`config.mk`:
```
export PLATFORM = sky130hd
export DESIGN_NAME = ocp_unit
export DESIGN_NICKNAME = d
export VERILOG_FILES = /design/src/shared/ocp_pkg.sv /design/src/ocp_unit.sv
export SDC_FILE = /design/constraint.sdc
export NUM_CORES = 1
export LEC_CHECK = 0
export BUFFER_PORTS_ARGS = -buffer_cell sky130_fd_sc_hd__buf_4
export CAP_MARGIN = 20
export CORE_MARGIN = 3
export CORE_UTILIZATION = 37
export CTS_BUF_LIST = sky130_fd_sc_hd__clkbuf_8 sky130_fd_sc_hd__clkbuf_16
export DETAILED_ROUTE_END_ITERATION = 12
export GPL_ROUTABILITY_DRIVEN = 1
export GPL_TIMING_DRIVEN = 0
export PLACE_DENSITY = 0.55
export SLEW_MARGIN = 15
export SYNTH_ARGS = -nofsm -noshare
export SYNTH_HDL_FRONTEND = slang
export SYNTH_SLANG_ARGS = --single-unit
export TNS_END_PERCENT = 5
```
`constraint.sdc`:
```
create_clock -name clk -period 3.7 [get_ports clk]
set_input_delay 0.74 -clock clk [delete_from_list [all_inputs] [get_ports clk]]
set_output_delay 0.74 -clock clk [all_outputs]
set_load 0.005 [all_outputs]
```
`src/shared/ocp_pkg.sv`:
```
// Constants for the output compare and PWM channel
`default_nettype none
package ocp_pkg;
   // ==========================================================================
   // Register map (byte addresses)
   localparam logic [7:0] ADDR_CTRL      = 8'h00;
   localparam logic [7:0] ADDR_PRIMARY   = 8'h10;
   localparam logic [7:0] ADDR_SECONDARY = 8'h20;
   localparam logic [7:0] ADDR_EVENT_EN  = 8'h30;
   // ==========================================================================
   // Control and event enable field positions
   localparam int BIT_ON     = 15;
   localparam int BIT_STOP_IN_IDLE   = 13;
   localparam int BIT_WIDE   = 5;
   localparam int BIT_FAULT  = 4;
   localparam int BIT_TSEL   = 3;
   localparam int MODE_LSB   = 0;
   localparam int MODE_W     = 3;
   localparam int BIT_EVT_EN = 0;
   // ==========================================================================
   // Reset values
   localparam logic [31:0] CTRL_RESET  = 32'h0000_0000;
   localparam logic [31:0] VALUE_RESET = 32'h0000_0000;
   // ==========================================================================
   // Compare modes
   localparam logic [2:0] MODE_OFF      = 3'h0;
   localparam logic [2:0] MODE_SET_HIGH = 3'h1;
   localparam logic [2:0] MODE_SET_LOW  = 3'h2;
   localparam logic [2:0] MODE_TOGGLE   = 3'h3;
   localparam logic [2:0] MODE_SINGLE   = 3'h4;
   localparam logic [2:0] MODE_CONT     = 3'h5;
   localparam logic [2:0] MODE_PWM      = 3'h6;
   localparam logic [2:0] MODE_PWM_FLT  = 3'h7;
   // ==========================================================================
   // Fault input sharing
   localparam int LAST_FIRST_FAULT_CH = 4;
   localparam int MAX_CHANNEL         = 5;
   // ==========================================================================
   // Pulse sequencer for the pulse modes
   typedef enum logic [1:0] {PS_WAIT_RISE, PS_WAIT_FALL, PS_DONE} ocp_pulse_t;
endpackage : ocp_pkg
`default_nettype wire

```
`src/ocp_unit.sv`:
```
// Output compare channel with pulse and PWM modes and a register port
//
// How it works
// RULE_01: Compare values are matched against the selected timer; a match drives the mode action.
// RULE_02: Control bit 15 turns the whole channel on or off.
// RULE_03: Stop-in-idle bit 13 freezes the channel while the CPU idles.
// RULE_04: Bit 5 selects full 32-bit matching, otherwise the low 16 bits only.
// RULE_05: Fault flag bit 4 is set by a fault, cleared by hardware only; here any control register write clears it.
// RULE_06: Fault flag reads zero unless the mode is 111.
// RULE_07: Bit 3 picks the odd pair timer, clear picks the even one.
// RULE_08: Mode 001 starts the pin low and a match drives it high.
// RULE_09: Mode 010 starts the pin high and a match drives it low.
// RULE_10: Mode 011 inverts the pin on every match.
// RULE_11: Mode 100 starts low and makes exactly one pulse.
// RULE_12: Mode 101 starts low and makes a pulse every timer cycle.
// RULE_13: Mode 110 makes PWM and ignores the fault input.
// RULE_14: Mode 111 makes PWM; a fault disables the pin and sets the flag.
// RULE_15: Mode 000 disables the compare function.
// RULE_16: Channels one to four use the first fault input, five the second.
// RULE_17: A compare event can raise a request, gated by software.
// RULE_18: Time base is either 16-bit timer or both joined as 32 bits.
// RULE_19: Software avoids a register access right after clearing the enable bit.
// RULE_20: Control bits 31..16 and 12..6 always read zero.
// RULE_21: Pulse modes rise on the primary match and fall on the secondary.
// RULE_22: PWM copies secondary into primary at each period rollover; here no copy is made while the fault flag is set.
// RULE_23: After a fault the pin stays off until the mode field is rewritten.
//
// The placing of the registers and the strobed register port were chosen for this implementation.
`default_nettype none
module ocp_unit #(
   parameter int CHANNEL = 1,                      // Channel number, 1 to 5
   parameter int TW      = 16                      // Width of one timer
) (
   input  wire logic          clk,                 // Peripheral bus clock
   input  wire logic          resetn,              // Synchronous reset, active low
   input  wire logic [7:0]    reg_addr,            // Register byte address
   input  wire logic [31:0]   reg_wdata,           // Write data
   input  wire logic          reg_wr,              // Write strobe
   input  wire logic          reg_rd,              // Read strobe
   output logic      [31:0]   reg_rdata,           // Read data, cycle after strobe
   input  wire logic [TW-1:0] even_timer_count,    // Even pair timer count
   input  wire logic [TW-1:0] odd_timer_count,     // Odd pair timer count
   input  wire logic          even_timer_rollover, // Even timer period match pulse
   input  wire logic          odd_timer_rollover,  // Odd timer (or 32-bit) period pulse
   input  wire logic          cpu_idle,            // CPU is in Idle mode
   input  wire logic          fault_input_first,   // Fault, active high, channels 1..4
   input  wire logic          fault_input_second,  // Fault, active high, channel 5
   output logic               compare_output_pin,  // Compare output
   output logic               compare_event        // One-cycle compare request
);
   // ==========================================================================
   // Parameter checks
   if (CHANNEL < 1 || CHANNEL > ocp_pkg::MAX_CHANNEL) begin : g_bad_channel
      $error("CHANNEL must lie in 1..5");
   end
   if (TW != 16) begin : g_bad_width
      $error("TW must be 16 so that two timers form 32 bits");
   end

   localparam int CW = 2 * TW;

   // ==========================================================================
   // State
   logic             on_q, stop_in_idle_q, wide_q, tsel_q, fault_q, evt_en_q;
   logic [2:0]       mode_q;
   logic [CW-1:0]    prim_q, sec_q;
   logic             pin_q, evt_q;
   logic [31:0]      rdata_q;
   ocp_pkg::ocp_pulse_t ps_q, ps_d;

   // ==========================================================================
   // Decode
   wire wr_ctrl = reg_wr && (reg_addr == ocp_pkg::ADDR_CTRL);
   wire wr_prim = reg_wr && (reg_addr == ocp_pkg::ADDR_PRIMARY);
   wire wr_sec  = reg_wr && (reg_addr == ocp_pkg::ADDR_SECONDARY);
   wire wr_een  = reg_wr && (reg_addr == ocp_pkg::ADDR_EVENT_EN);
   wire [2:0] wmode = reg_wdata[ocp_pkg::MODE_LSB +: ocp_pkg::MODE_W];

   // Frozen in idle only when asked; otherwise idle is invisible
   wire run = on_q && !(stop_in_idle_q && cpu_idle); // RULE_02 RULE_03
   wire is_pwm = (mode_q == ocp_pkg::MODE_PWM) || (mode_q == ocp_pkg::MODE_PWM_FLT);
   wire is_pulse = (mode_q == ocp_pkg::MODE_SINGLE) || (mode_q == ocp_pkg::MODE_CONT);

   // Time base: even timer forms the low half of the joined 32-bit count
   wire [CW-1:0] tb_wide = {odd_timer_count, even_timer_count}; // RULE_18
   wire [TW-1:0] tb_narrow = tsel_q ? odd_timer_count : even_timer_count; // RULE_07
   wire [CW-1:0] tb = wide_q ? tb_wide : {{TW{1'b0}}, tb_narrow}; // RULE_04
   wire [CW-1:0] mask = wide_q ? {CW{1'b1}} : {{TW{1'b0}}, {TW{1'b1}}}; // RULE_04
   // Joined timer reports its period on the odd half
   wire rollover = (wide_q || tsel_q) ? odd_timer_rollover : even_timer_rollover;

   wire match_p = run && (mode_q != ocp_pkg::MODE_OFF) && ((prim_q & mask) == tb); // RULE_01
   wire match_s = run && (mode_q != ocp_pkg::MODE_OFF) && ((sec_q & mask) == tb); // RULE_01

   wire fault_sel = (CHANNEL <= ocp_pkg::LAST_FIRST_FAULT_CH) ?
                    fault_input_first : fault_input_second; // RULE_16
   wire fault_hit = run && (mode_q == ocp_pkg::MODE_PWM_FLT) && fault_sel; // RULE_14
   wire pwm_load = run && is_pwm && rollover && !fault_q; // RULE_22

   // ==========================================================================
   // Pulse sequencer for modes 100 and 101
   always_comb begin
      ps_d = ps_q;
      if (wr_ctrl) begin
         ps_d = ocp_pkg::PS_WAIT_RISE;
      end else if (is_pulse) begin
         unique case (ps_q)
            ocp_pkg::PS_WAIT_RISE: if (match_p) ps_d = ocp_pkg::PS_WAIT_FALL; // RULE_21
            ocp_pkg::PS_WAIT_FALL: begin
               if (match_s) begin // RULE_21
                  ps_d = (mode_q == ocp_pkg::MODE_CONT) ?
                         ocp_pkg::PS_WAIT_RISE : ocp_pkg::PS_DONE; // RULE_11 RULE_12
               end
            end
            ocp_pkg::PS_DONE:      ps_d = ocp_pkg::PS_DONE; // RULE_11
            default:               ps_d = ocp_pkg::PS_WAIT_RISE;
         endcase
      end
   end

   // ==========================================================================
   // Pin next value
   logic pin_d;
   always_comb begin
      pin_d = pin_q;
      if (wr_ctrl && !reg_wdata[ocp_pkg::BIT_ON]) begin
         pin_d = 1'b0; // RULE_02
      end else if (wr_ctrl) begin
         // Entry level of the newly written mode; toggle keeps its level
         pin_d = (wmode == ocp_pkg::MODE_SET_LOW) ? 1'b1 : // RULE_09
                 (wmode == ocp_pkg::MODE_TOGGLE)  ? pin_q : 1'b0; // RULE_08 RULE_11 RULE_12
      end else if (!on_q || mode_q == ocp_pkg::MODE_OFF) begin
         pin_d = 1'b0; // RULE_02 RULE_15
      end else if (fault_q || fault_hit) begin
         pin_d = 1'b0; // RULE_14 RULE_23
      end else begin
         unique case (mode_q)
            ocp_pkg::MODE_SET_HIGH: if (match_p) pin_d = 1'b1; // RULE_08
            ocp_pkg::MODE_SET_LOW:  if (match_p) pin_d = 1'b0; // RULE_09
            ocp_pkg::MODE_TOGGLE:   if (match_p) pin_d = !pin_q; // RULE_10
            ocp_pkg::MODE_SINGLE, ocp_pkg::MODE_CONT: begin
               if (ps_q == ocp_pkg::PS_WAIT_RISE && match_p) pin_d = 1'b1; // RULE_21
               else if (ps_q == ocp_pkg::PS_WAIT_FALL && match_s) pin_d = 1'b0; // RULE_21
            end
            ocp_pkg::MODE_PWM, ocp_pkg::MODE_PWM_FLT: begin
               // A zero duty keeps the pin low through the period
               if (pwm_load) pin_d = (sec_q & mask) != {CW{1'b0}}; // RULE_13 RULE_22
               else if (match_p) pin_d = 1'b0; // RULE_13
            end
            default: pin_d = 1'b0;
         endcase
      end
   end

   // Event raised on a mode 001/010/011 match, on the falling secondary match of a pulse and on a PWM rollover reload
   wire evt_raw = !fault_q && !wr_ctrl &&
                  (((mode_q == ocp_pkg::MODE_SET_HIGH || mode_q == ocp_pkg::MODE_SET_LOW ||
                     mode_q == ocp_pkg::MODE_TOGGLE) && match_p) ||
                   (is_pulse && ps_q == ocp_pkg::PS_WAIT_FALL && match_s) ||
                   (is_pwm && pwm_load));

   // ==========================================================================
   // Control register
   always_ff @(posedge clk) begin
      if (!resetn) begin
         on_q   <= ocp_pkg::CTRL_RESET[ocp_pkg::BIT_ON];
         stop_in_idle_q <= ocp_pkg::CTRL_RESET[ocp_pkg::BIT_STOP_IN_IDLE];
         wide_q <= ocp_pkg::CTRL_RESET[ocp_pkg::BIT_WIDE];
         tsel_q <= ocp_pkg::CTRL_RESET[ocp_pkg::BIT_TSEL];
         mode_q <= ocp_pkg::CTRL_RESET[ocp_pkg::MODE_LSB +: ocp_pkg::MODE_W];
      end else if (wr_ctrl) begin
         on_q   <= reg_wdata[ocp_pkg::BIT_ON];
         stop_in_idle_q <= reg_wdata[ocp_pkg::BIT_STOP_IN_IDLE];
         wide_q <= reg_wdata[ocp_pkg::BIT_WIDE];
         tsel_q <= reg_wdata[ocp_pkg::BIT_TSEL];
         mode_q <= wmode;
      end
   end

   // Fault flag: set wins over the clear done by a mode rewrite
   always_ff @(posedge clk) begin
      if (!resetn) begin
         fault_q <= 1'b0;
      end else if (fault_hit) begin
         fault_q <= 1'b1; // RULE_05 RULE_14
      end else if (wr_ctrl) begin
         fault_q <= 1'b0; // RULE_23
      end
   end

   // Software write beats a same-cycle rollover copy
   always_ff @(posedge clk) begin
      if (!resetn) begin
         prim_q <= ocp_pkg::VALUE_RESET;
      end else if (wr_prim) begin
         prim_q <= reg_wdata;
      end else if (pwm_load) begin
         prim_q <= sec_q; // RULE_22
      end
   end

   always_ff @(posedge clk) begin
      if (!resetn) begin
         sec_q    <= ocp_pkg::VALUE_RESET;
         evt_en_q <= 1'b0;
      end else begin
         if (wr_sec) sec_q <= reg_wdata;
         if (wr_een) evt_en_q <= reg_wdata[ocp_pkg::BIT_EVT_EN];
      end
   end

   always_ff @(posedge clk) begin
      if (!resetn) begin
         pin_q <= 1'b0;
         evt_q <= 1'b0;
         ps_q  <= ocp_pkg::PS_WAIT_RISE;
      end else begin
         pin_q <= pin_d;
         evt_q <= evt_raw && evt_en_q; // RULE_17
         ps_q  <= ps_d;
      end
   end

   // ==========================================================================
   // Read path
   wire fault_vis = fault_q && (mode_q == ocp_pkg::MODE_PWM_FLT); // RULE_06
   wire [31:0] ctrl_view = {16'h0000, on_q, 1'b0, stop_in_idle_q, 7'h00, // RULE_20
                            wide_q, fault_vis, tsel_q, mode_q};
   wire [31:0] rd_mux = (reg_addr == ocp_pkg::ADDR_CTRL)      ? ctrl_view :
                        (reg_addr == ocp_pkg::ADDR_PRIMARY)   ? prim_q :
                        (reg_addr == ocp_pkg::ADDR_SECONDARY) ? sec_q :
                        (reg_addr == ocp_pkg::ADDR_EVENT_EN)  ? {31'h0000_0000, evt_en_q} :
                        32'h0000_0000;

   always_ff @(posedge clk) begin
      if (!resetn) begin
         rdata_q <= 32'h0000_0000;
      end else begin
         rdata_q <= reg_rd ? rd_mux : 32'h0000_0000;
      end
   end

   assign reg_rdata          = rdata_q;
   assign compare_output_pin = pin_q;
   assign compare_event      = evt_q;
endmodule : ocp_unit
`default_nettype wire

```
# Yosys cells after proc, flatten, opt, wreduce, memory -nomap -nowiden
# Cells that the tools add are included.
dict set report op_classes {
  addsub 0
  n_mul 0
  div_mod_pow 0
  magnitude_cmp 0
  eq_ne 22
  shift 0
  mux 28
  bitwise_logic 4
  reduce_logical 55
}
# op n
set ops {}
lappend ops {{$mux W32} 6}
lappend ops {{$and A32 B32 Y32} 2}
lappend ops {{$eq A32 B32 Y1} 2}
lappend ops {{$mux W16} 2}
lappend ops {{$reduce_bool A32 Y1} 1}
lappend ops {{$logic_and A1 B1 Y1} 25}
lappend ops {{$eq A8 B6 Y1 const B} 2}
lappend ops {{$mux W1} 15}
lappend ops {{$eq A3 B2 Y1 const B} 4}
lappend ops {{$eq A3 B3 Y1 const B} 4}
lappend ops {{$ne A5 B5 Y1 const B} 2}
lappend ops {{$logic_or A1 B1 Y1} 9}
lappend ops {{$eq A8 B5 Y1 const B} 1}
lappend ops {{$logic_not A8 Y1} 1}
lappend ops {{$reduce_or A2 Y1} 4}
lappend ops {{$logic_not A1 Y1} 6}
lappend ops {{$mux W2} 3}
lappend ops {{$ne A6 B6 Y1 const B} 1}
lappend ops {{$pmux W2 S3} 1}
lappend ops {{$pmux W1 S5} 1}
lappend ops {{$ne A2 B2 Y1 const B} 2}
lappend ops {{$reduce_and A4 Y1} 1}
lappend ops {{$reduce_bool A2 Y1} 2}
lappend ops {{$eq A3 B1 Y1 const B} 1}
lappend ops {{other kinds (10)} 11}
dict set report word_totals {
  ff_bits 109
  latch_bits 0
  ram_bits 0
  mem_bits_ro 0
  out_inout_bits 34
  elab_cells 123
  memories 0
}

# Logic depth before layout (Yosys ltp)
dict set report logic_depth {
  ltp_word 12
  mapped_depth 11
}

# Worst setup path before layout
# OpenSTA, ideal clock, no wires.
dict set report synth_timing {
  path_type {input -> register}
  startpoint {input odd_timer_count[5]}
  endpoint {register evt_q (netlist: compare_event)}
  setup_ps 100
  arrival_ps 2489
  t_required_ps 3600
  setup_slack_ps 1112
  stages 8
  n_path_buf 1
  cell_sequence {clkbuf_1 > xnor2_1 > nand4_1 > o41ai_1 > o2111a_1 > nand4_1 > or3_4 > a2111oi_4}
}
dict set report synth_via {
  elab_chain_cells 9
}
# item line_no
set synth_lines {}
lappend synth_lines {{start, declared} ocp_unit.sv:42} ;# input wire logic [TW-1:0] odd_timer_count,
lappend synth_lines {{$mux W16} ocp_unit.sv:86} ;# wire [TW-1:0] tb_narrow = tsel_q ? odd_timer_count : even_timer_count;
lappend synth_lines {{$mux W32 *} ocp_unit.sv:87} ;# wire [CW-1:0] tb = wide_q ? tb_wide : {{TW{1'b0}}, tb_narrow};
lappend synth_lines {{$eq A32 B32 Y1, on equally long branches} {ocp_unit.sv:92, ocp_unit.sv:93}}
lappend synth_lines {{$logic_and A1 B1 Y1, on equally long branches} {ocp_unit.sv:92, ocp_unit.sv:93}}
lappend synth_lines {{$logic_and A1 B1 Y1, on equally long branches} {ocp_unit.sv:158, ocp_unit.sv:159}}
lappend synth_lines {{$logic_or A1 B1 Y1 *} ocp_unit.sv:158} ;# mode_q == ocp_pkg::MODE_TOGGLE) && match_p) ||
lappend synth_lines {{$logic_or A1 B1 Y1 *} ocp_unit.sv:159} ;# (is_pulse && ps_q == ocp_pkg::PS_WAIT_FALL && match_s) ||
lappend synth_lines {{$logic_and A1 B1 Y1 *} ocp_unit.sv:156} ;# wire evt_raw = !fault_q && !wr_ctrl &&
lappend synth_lines {{$logic_and A1 B1 Y1 *} ocp_unit.sv:219} ;# evt_q <= evt_raw && evt_en_q;
lappend synth_lines {{end signal, assigned} ocp_unit.sv:219}
lappend synth_lines {{end, declared} ocp_unit.sv:67} ;# logic pin_q, evt_q;
# Every way passes the cells marked *; elsewhere a longest branch is shown, timed or not.
# A chain may end at the register's enable or synchronous reset.

# Final worst setup path
dict set report layout_timing {
  startpoint {input reg_addr[7]}
  endpoint {register sec_q[12]}
}
dict set report layout_via {
  elab_chain_cells 2
}
# item line_no
set layout_lines {}
lappend layout_lines {{start, declared} ocp_unit.sv:36} ;# input wire logic [7:0] reg_addr,
lappend layout_lines {{$eq A8 B6 Y1} ocp_unit.sv:75} ;# wire wr_sec = reg_wr && (reg_addr == ocp_pkg::ADDR_SECONDARY);
lappend layout_lines {{$logic_and A1 B1 Y1} ocp_unit.sv:75}
lappend layout_lines {{end signal, assigned} ocp_unit.sv:204} ;# sec_q <= ocp_pkg::VALUE_RESET;
lappend layout_lines {{end signal, assigned} ocp_unit.sv:207} ;# if (wr_sec) sec_q <= reg_wdata;
lappend layout_lines {{end, declared} ocp_unit.sv:66} ;# logic [CW-1:0] prim_q, sec_q;
# No other way between the ends.

==> impl_metrics.tcl <==
set metrics [dict create \
    grtUsageMet1_pct 36.5 \
    drive_gt1_share_pct 18.0 \
    max_slew.worst_pin.slew_ns 0.889 \
    timing.fmax_mhz 294 \
    max_stage_delay_ns 0.68 \
    syn-cell-area_um2 6000 \
    h-tree-depth 3 \
    drc_errors 0 \
    min_period_ns 3.41 \
    dr.pass1.iters 6 \
    synth-edff-count 0 \
    diodes 0 \
    wire_per_inst_um 22.9 \
    vias 5898 \
    start_util_pct 38.6 \
    hold_path.class "flop to flop" \
    ys_ff_latch 109 \
    setup_viol 0 \
    finClkSkew_ns 0.00844 \
    syn_nets 782 \
    final_common_cell "nand2_1" \
    cts_hold_buf 0 \
    finish.utilization_pct 47.7 \
    max-cap-violations 0 \
    ys_seq_area_share_pct 36.4 \
    preCtsSetupSlack_ns 0.0775 \
    postCtsResizedCells 0 \
    clock-sinks 109 \
    slew_headroom_pct 40.8 \
    num-fill-cells 1562 \
    hp-start "evt_en_q" \
    io_buffer_count 110 \
    setup_slack_ns 0.293 \
    grtUsageMet2_pct 40.9 \
    path_max_fanout 10 \
    final-seq-area_um2 2180 \
    cts_root_buffer "clkbuf_16" \
    fin_tns_setup_ns 0 \
    clk_pin_slew_ns 0.07 \
    wirelength_mm 23.7 \
    finalCritPeriodShare_pct 92.1 \
    numCtsBuffers 9 \
    postCtsSetupBuffers 0 \
    die_width_um 133 \
    hold_viol 0 \
    insertion_delay_ns 0.36 \
    cp_slowest_cell "clkbuf_1" \
    reg2reg_from "tsel_q" \
    synth.avg_cell_area_um2 8.55 \
    antenna_found_initial 0 \
    ys_types 62 \
    grt_pass1_vias 5797 \
    multi_input_area_um2 3490 \
    yosys_warnings 0 \
    grt_pass1_wl_mm 35.5 \
    grt_overflow_total 0 \
    crit_path_start "reg_addr[7]" \
    critPathLaunchType "input port" \
    async_reset_ff_share_pct 0 \
    grt_max_degree 19 \
    path_cells "buf_4, nor4_1, nand2_1, nor3b_2, and2_0, clkbuf_1, clkbuf_1, nand2_1, a21boi_0" \
    die_area_um2 17800 \
    cp-end-kind "flop" \
    status "finished, final reports clean" \
    final_antenna_net_count 0 \
    syn-instance-count 701 \
    finish.net_count 903 \
    path_class "input port to flop" \
    reg2reg_slack_ns 0.76 \
    drtIter0Drc 533 \
    syn_to_final_growth_pct 23.5 \
    grt_util_all_layers_pct 26.2 \
    leakage_nw 3.06 \
    synthFlopType "dfxtp_1" \
    grtUsageMet3_pct 5.32 \
    p_per_area_nw_per_um2 332 \
    grt_setup_unrepaired "false" \
    final_cell_mix "nand2_1, buf_4, dfxtp_1, nor2_1, mux2i_1" \
    crit_arrival_ns 3.69 \
    grt-busiest-layer "met2" \
    hpwl_mm 18.3 \
    finalMaxSlewViolations 0 \
    critical_path_required_ns 3.98 \
    coreArea_um2 15500 \
    die_y_um 133 \
    cts_tree "built" \
    rows 45 \
    vdd_drop_max_uv 266 \
    clk_path_buf_depth 2 \
    via_per_inst 5.69 \
    ios 115 \
    gp_congestion 0.948 \
]
==> kinds of logic (layout without fill, tap and decap cells) <==
family | count (synthesis) | after routing | synth area share [%]
DFF | 109 | 109 | 36.4
xor gates and xnor gates | 62 | 62 | 9.05
buffers and inverters | 77 | 202 | 5.42
and+or+nand+nor | 237 | 237 | 18.3
muxes | 49 | 49 | 8.41
AOI/OAI and AO/OA | 167 | 167 | 22.4
==> critical path, delay by kind of cell <==
| kind | cells | cell delay (ns) |
|---|---|---|
| AO/OA/AOI/OAI | 1 | 0.18 |
| AND/OR/NAND/NOR | 5 | 1.74 |
| buffers and inverters | 3 | 1.02 |
==> layout make-up <==
cell class / instances / area share (%)
Multi-Input combinational cell: 515 / 47.1
Sequential cell: 109 / 29.5
Timing Repair Buffer: 110 / 11.1
Tap cell: 211 / 3.56
Buffer: 53 / 3.18
Clock buffer: 9 / 3.04
Clock inverter: 6 / 1.28
Inverter: 24 / 1.22
==> path summary, 6_finish.rpt <==
check	depth (start not counted)	to
worst min register to register	2	evt_en_q
worst max register to register	9	compare_event
worst min-delay path	2	evt_en_q
worst max-delay path	9	sec_q[12]
==> metal layers <==
layer / vias to the layer above / share of wire (%) / wire length [µm]
li1: 2719 / - / -
met1: 2849 / 45 / 10700
met2: 288 / 44 / 10500
met3: 42 / 7.9 / 1870
met4: 0 / 2.7 / 638
met5: - / 0 / 0
==> metrics by stage <==
stage	hold WS [ns]	instance area, µm²	cells	total power [mW]
after floorplan	0.467	6000	701	1.29
after global placement	0.503	7090	1022	1.42
after detailed placement	0.508	7090	1022	1.42
after CTS	0.518	7410	1037	2.48
after global routing	0.530	7410	1037	2.54
final	0.529	7410	1037	2.46
==> cells in the mapped netlist, drive strengths merged, types with 4 or more instances <==
cell | instances | area (µm²)
xnor2 | 41 | 359
a22oi | 25 | 188
nor2b | 13 | 81.3
buf | 11 | 77.6
dfxtp | 109 | 2180
o21ai | 7 | 35.0
clkbuf | 42 | 158
nand2 | 113 | 424
xor2 | 21 | 184
inv | 24 | 90.1
nand2b | 6 | 45.0
nand3 | 4 | 20.0
nor4 | 11 | 68.8
a2111oi | 5 | 68.8
nand4 | 14 | 93.8
a21boi | 34 | 255
a21oi | 19 | 95.1
o211ai | 6 | 45.0
nor2 | 55 | 206
mux2i | 47 | 470
nor3 | 5 | 30.0
o211a | 33 | 330
a221oi | 5 | 50.0
o22ai | 6 | 37.5
==> flip-flops by register name, indices dropped and copies added (netlist names), 2 cells and up <==
signal and cells:
ps_q 2, mode_q 3, reg_rdata 32, sec_q 32
prim_q 32
==> report_power, final <==
group          switching (mW)  internal (mW)  leakage [nW]
Clock                   0.470          0.597         0.150
Sequential            0.00211           1.17         0.878
Combinational           0.119          0.100          2.04
(Power assumes the default switching activity.)
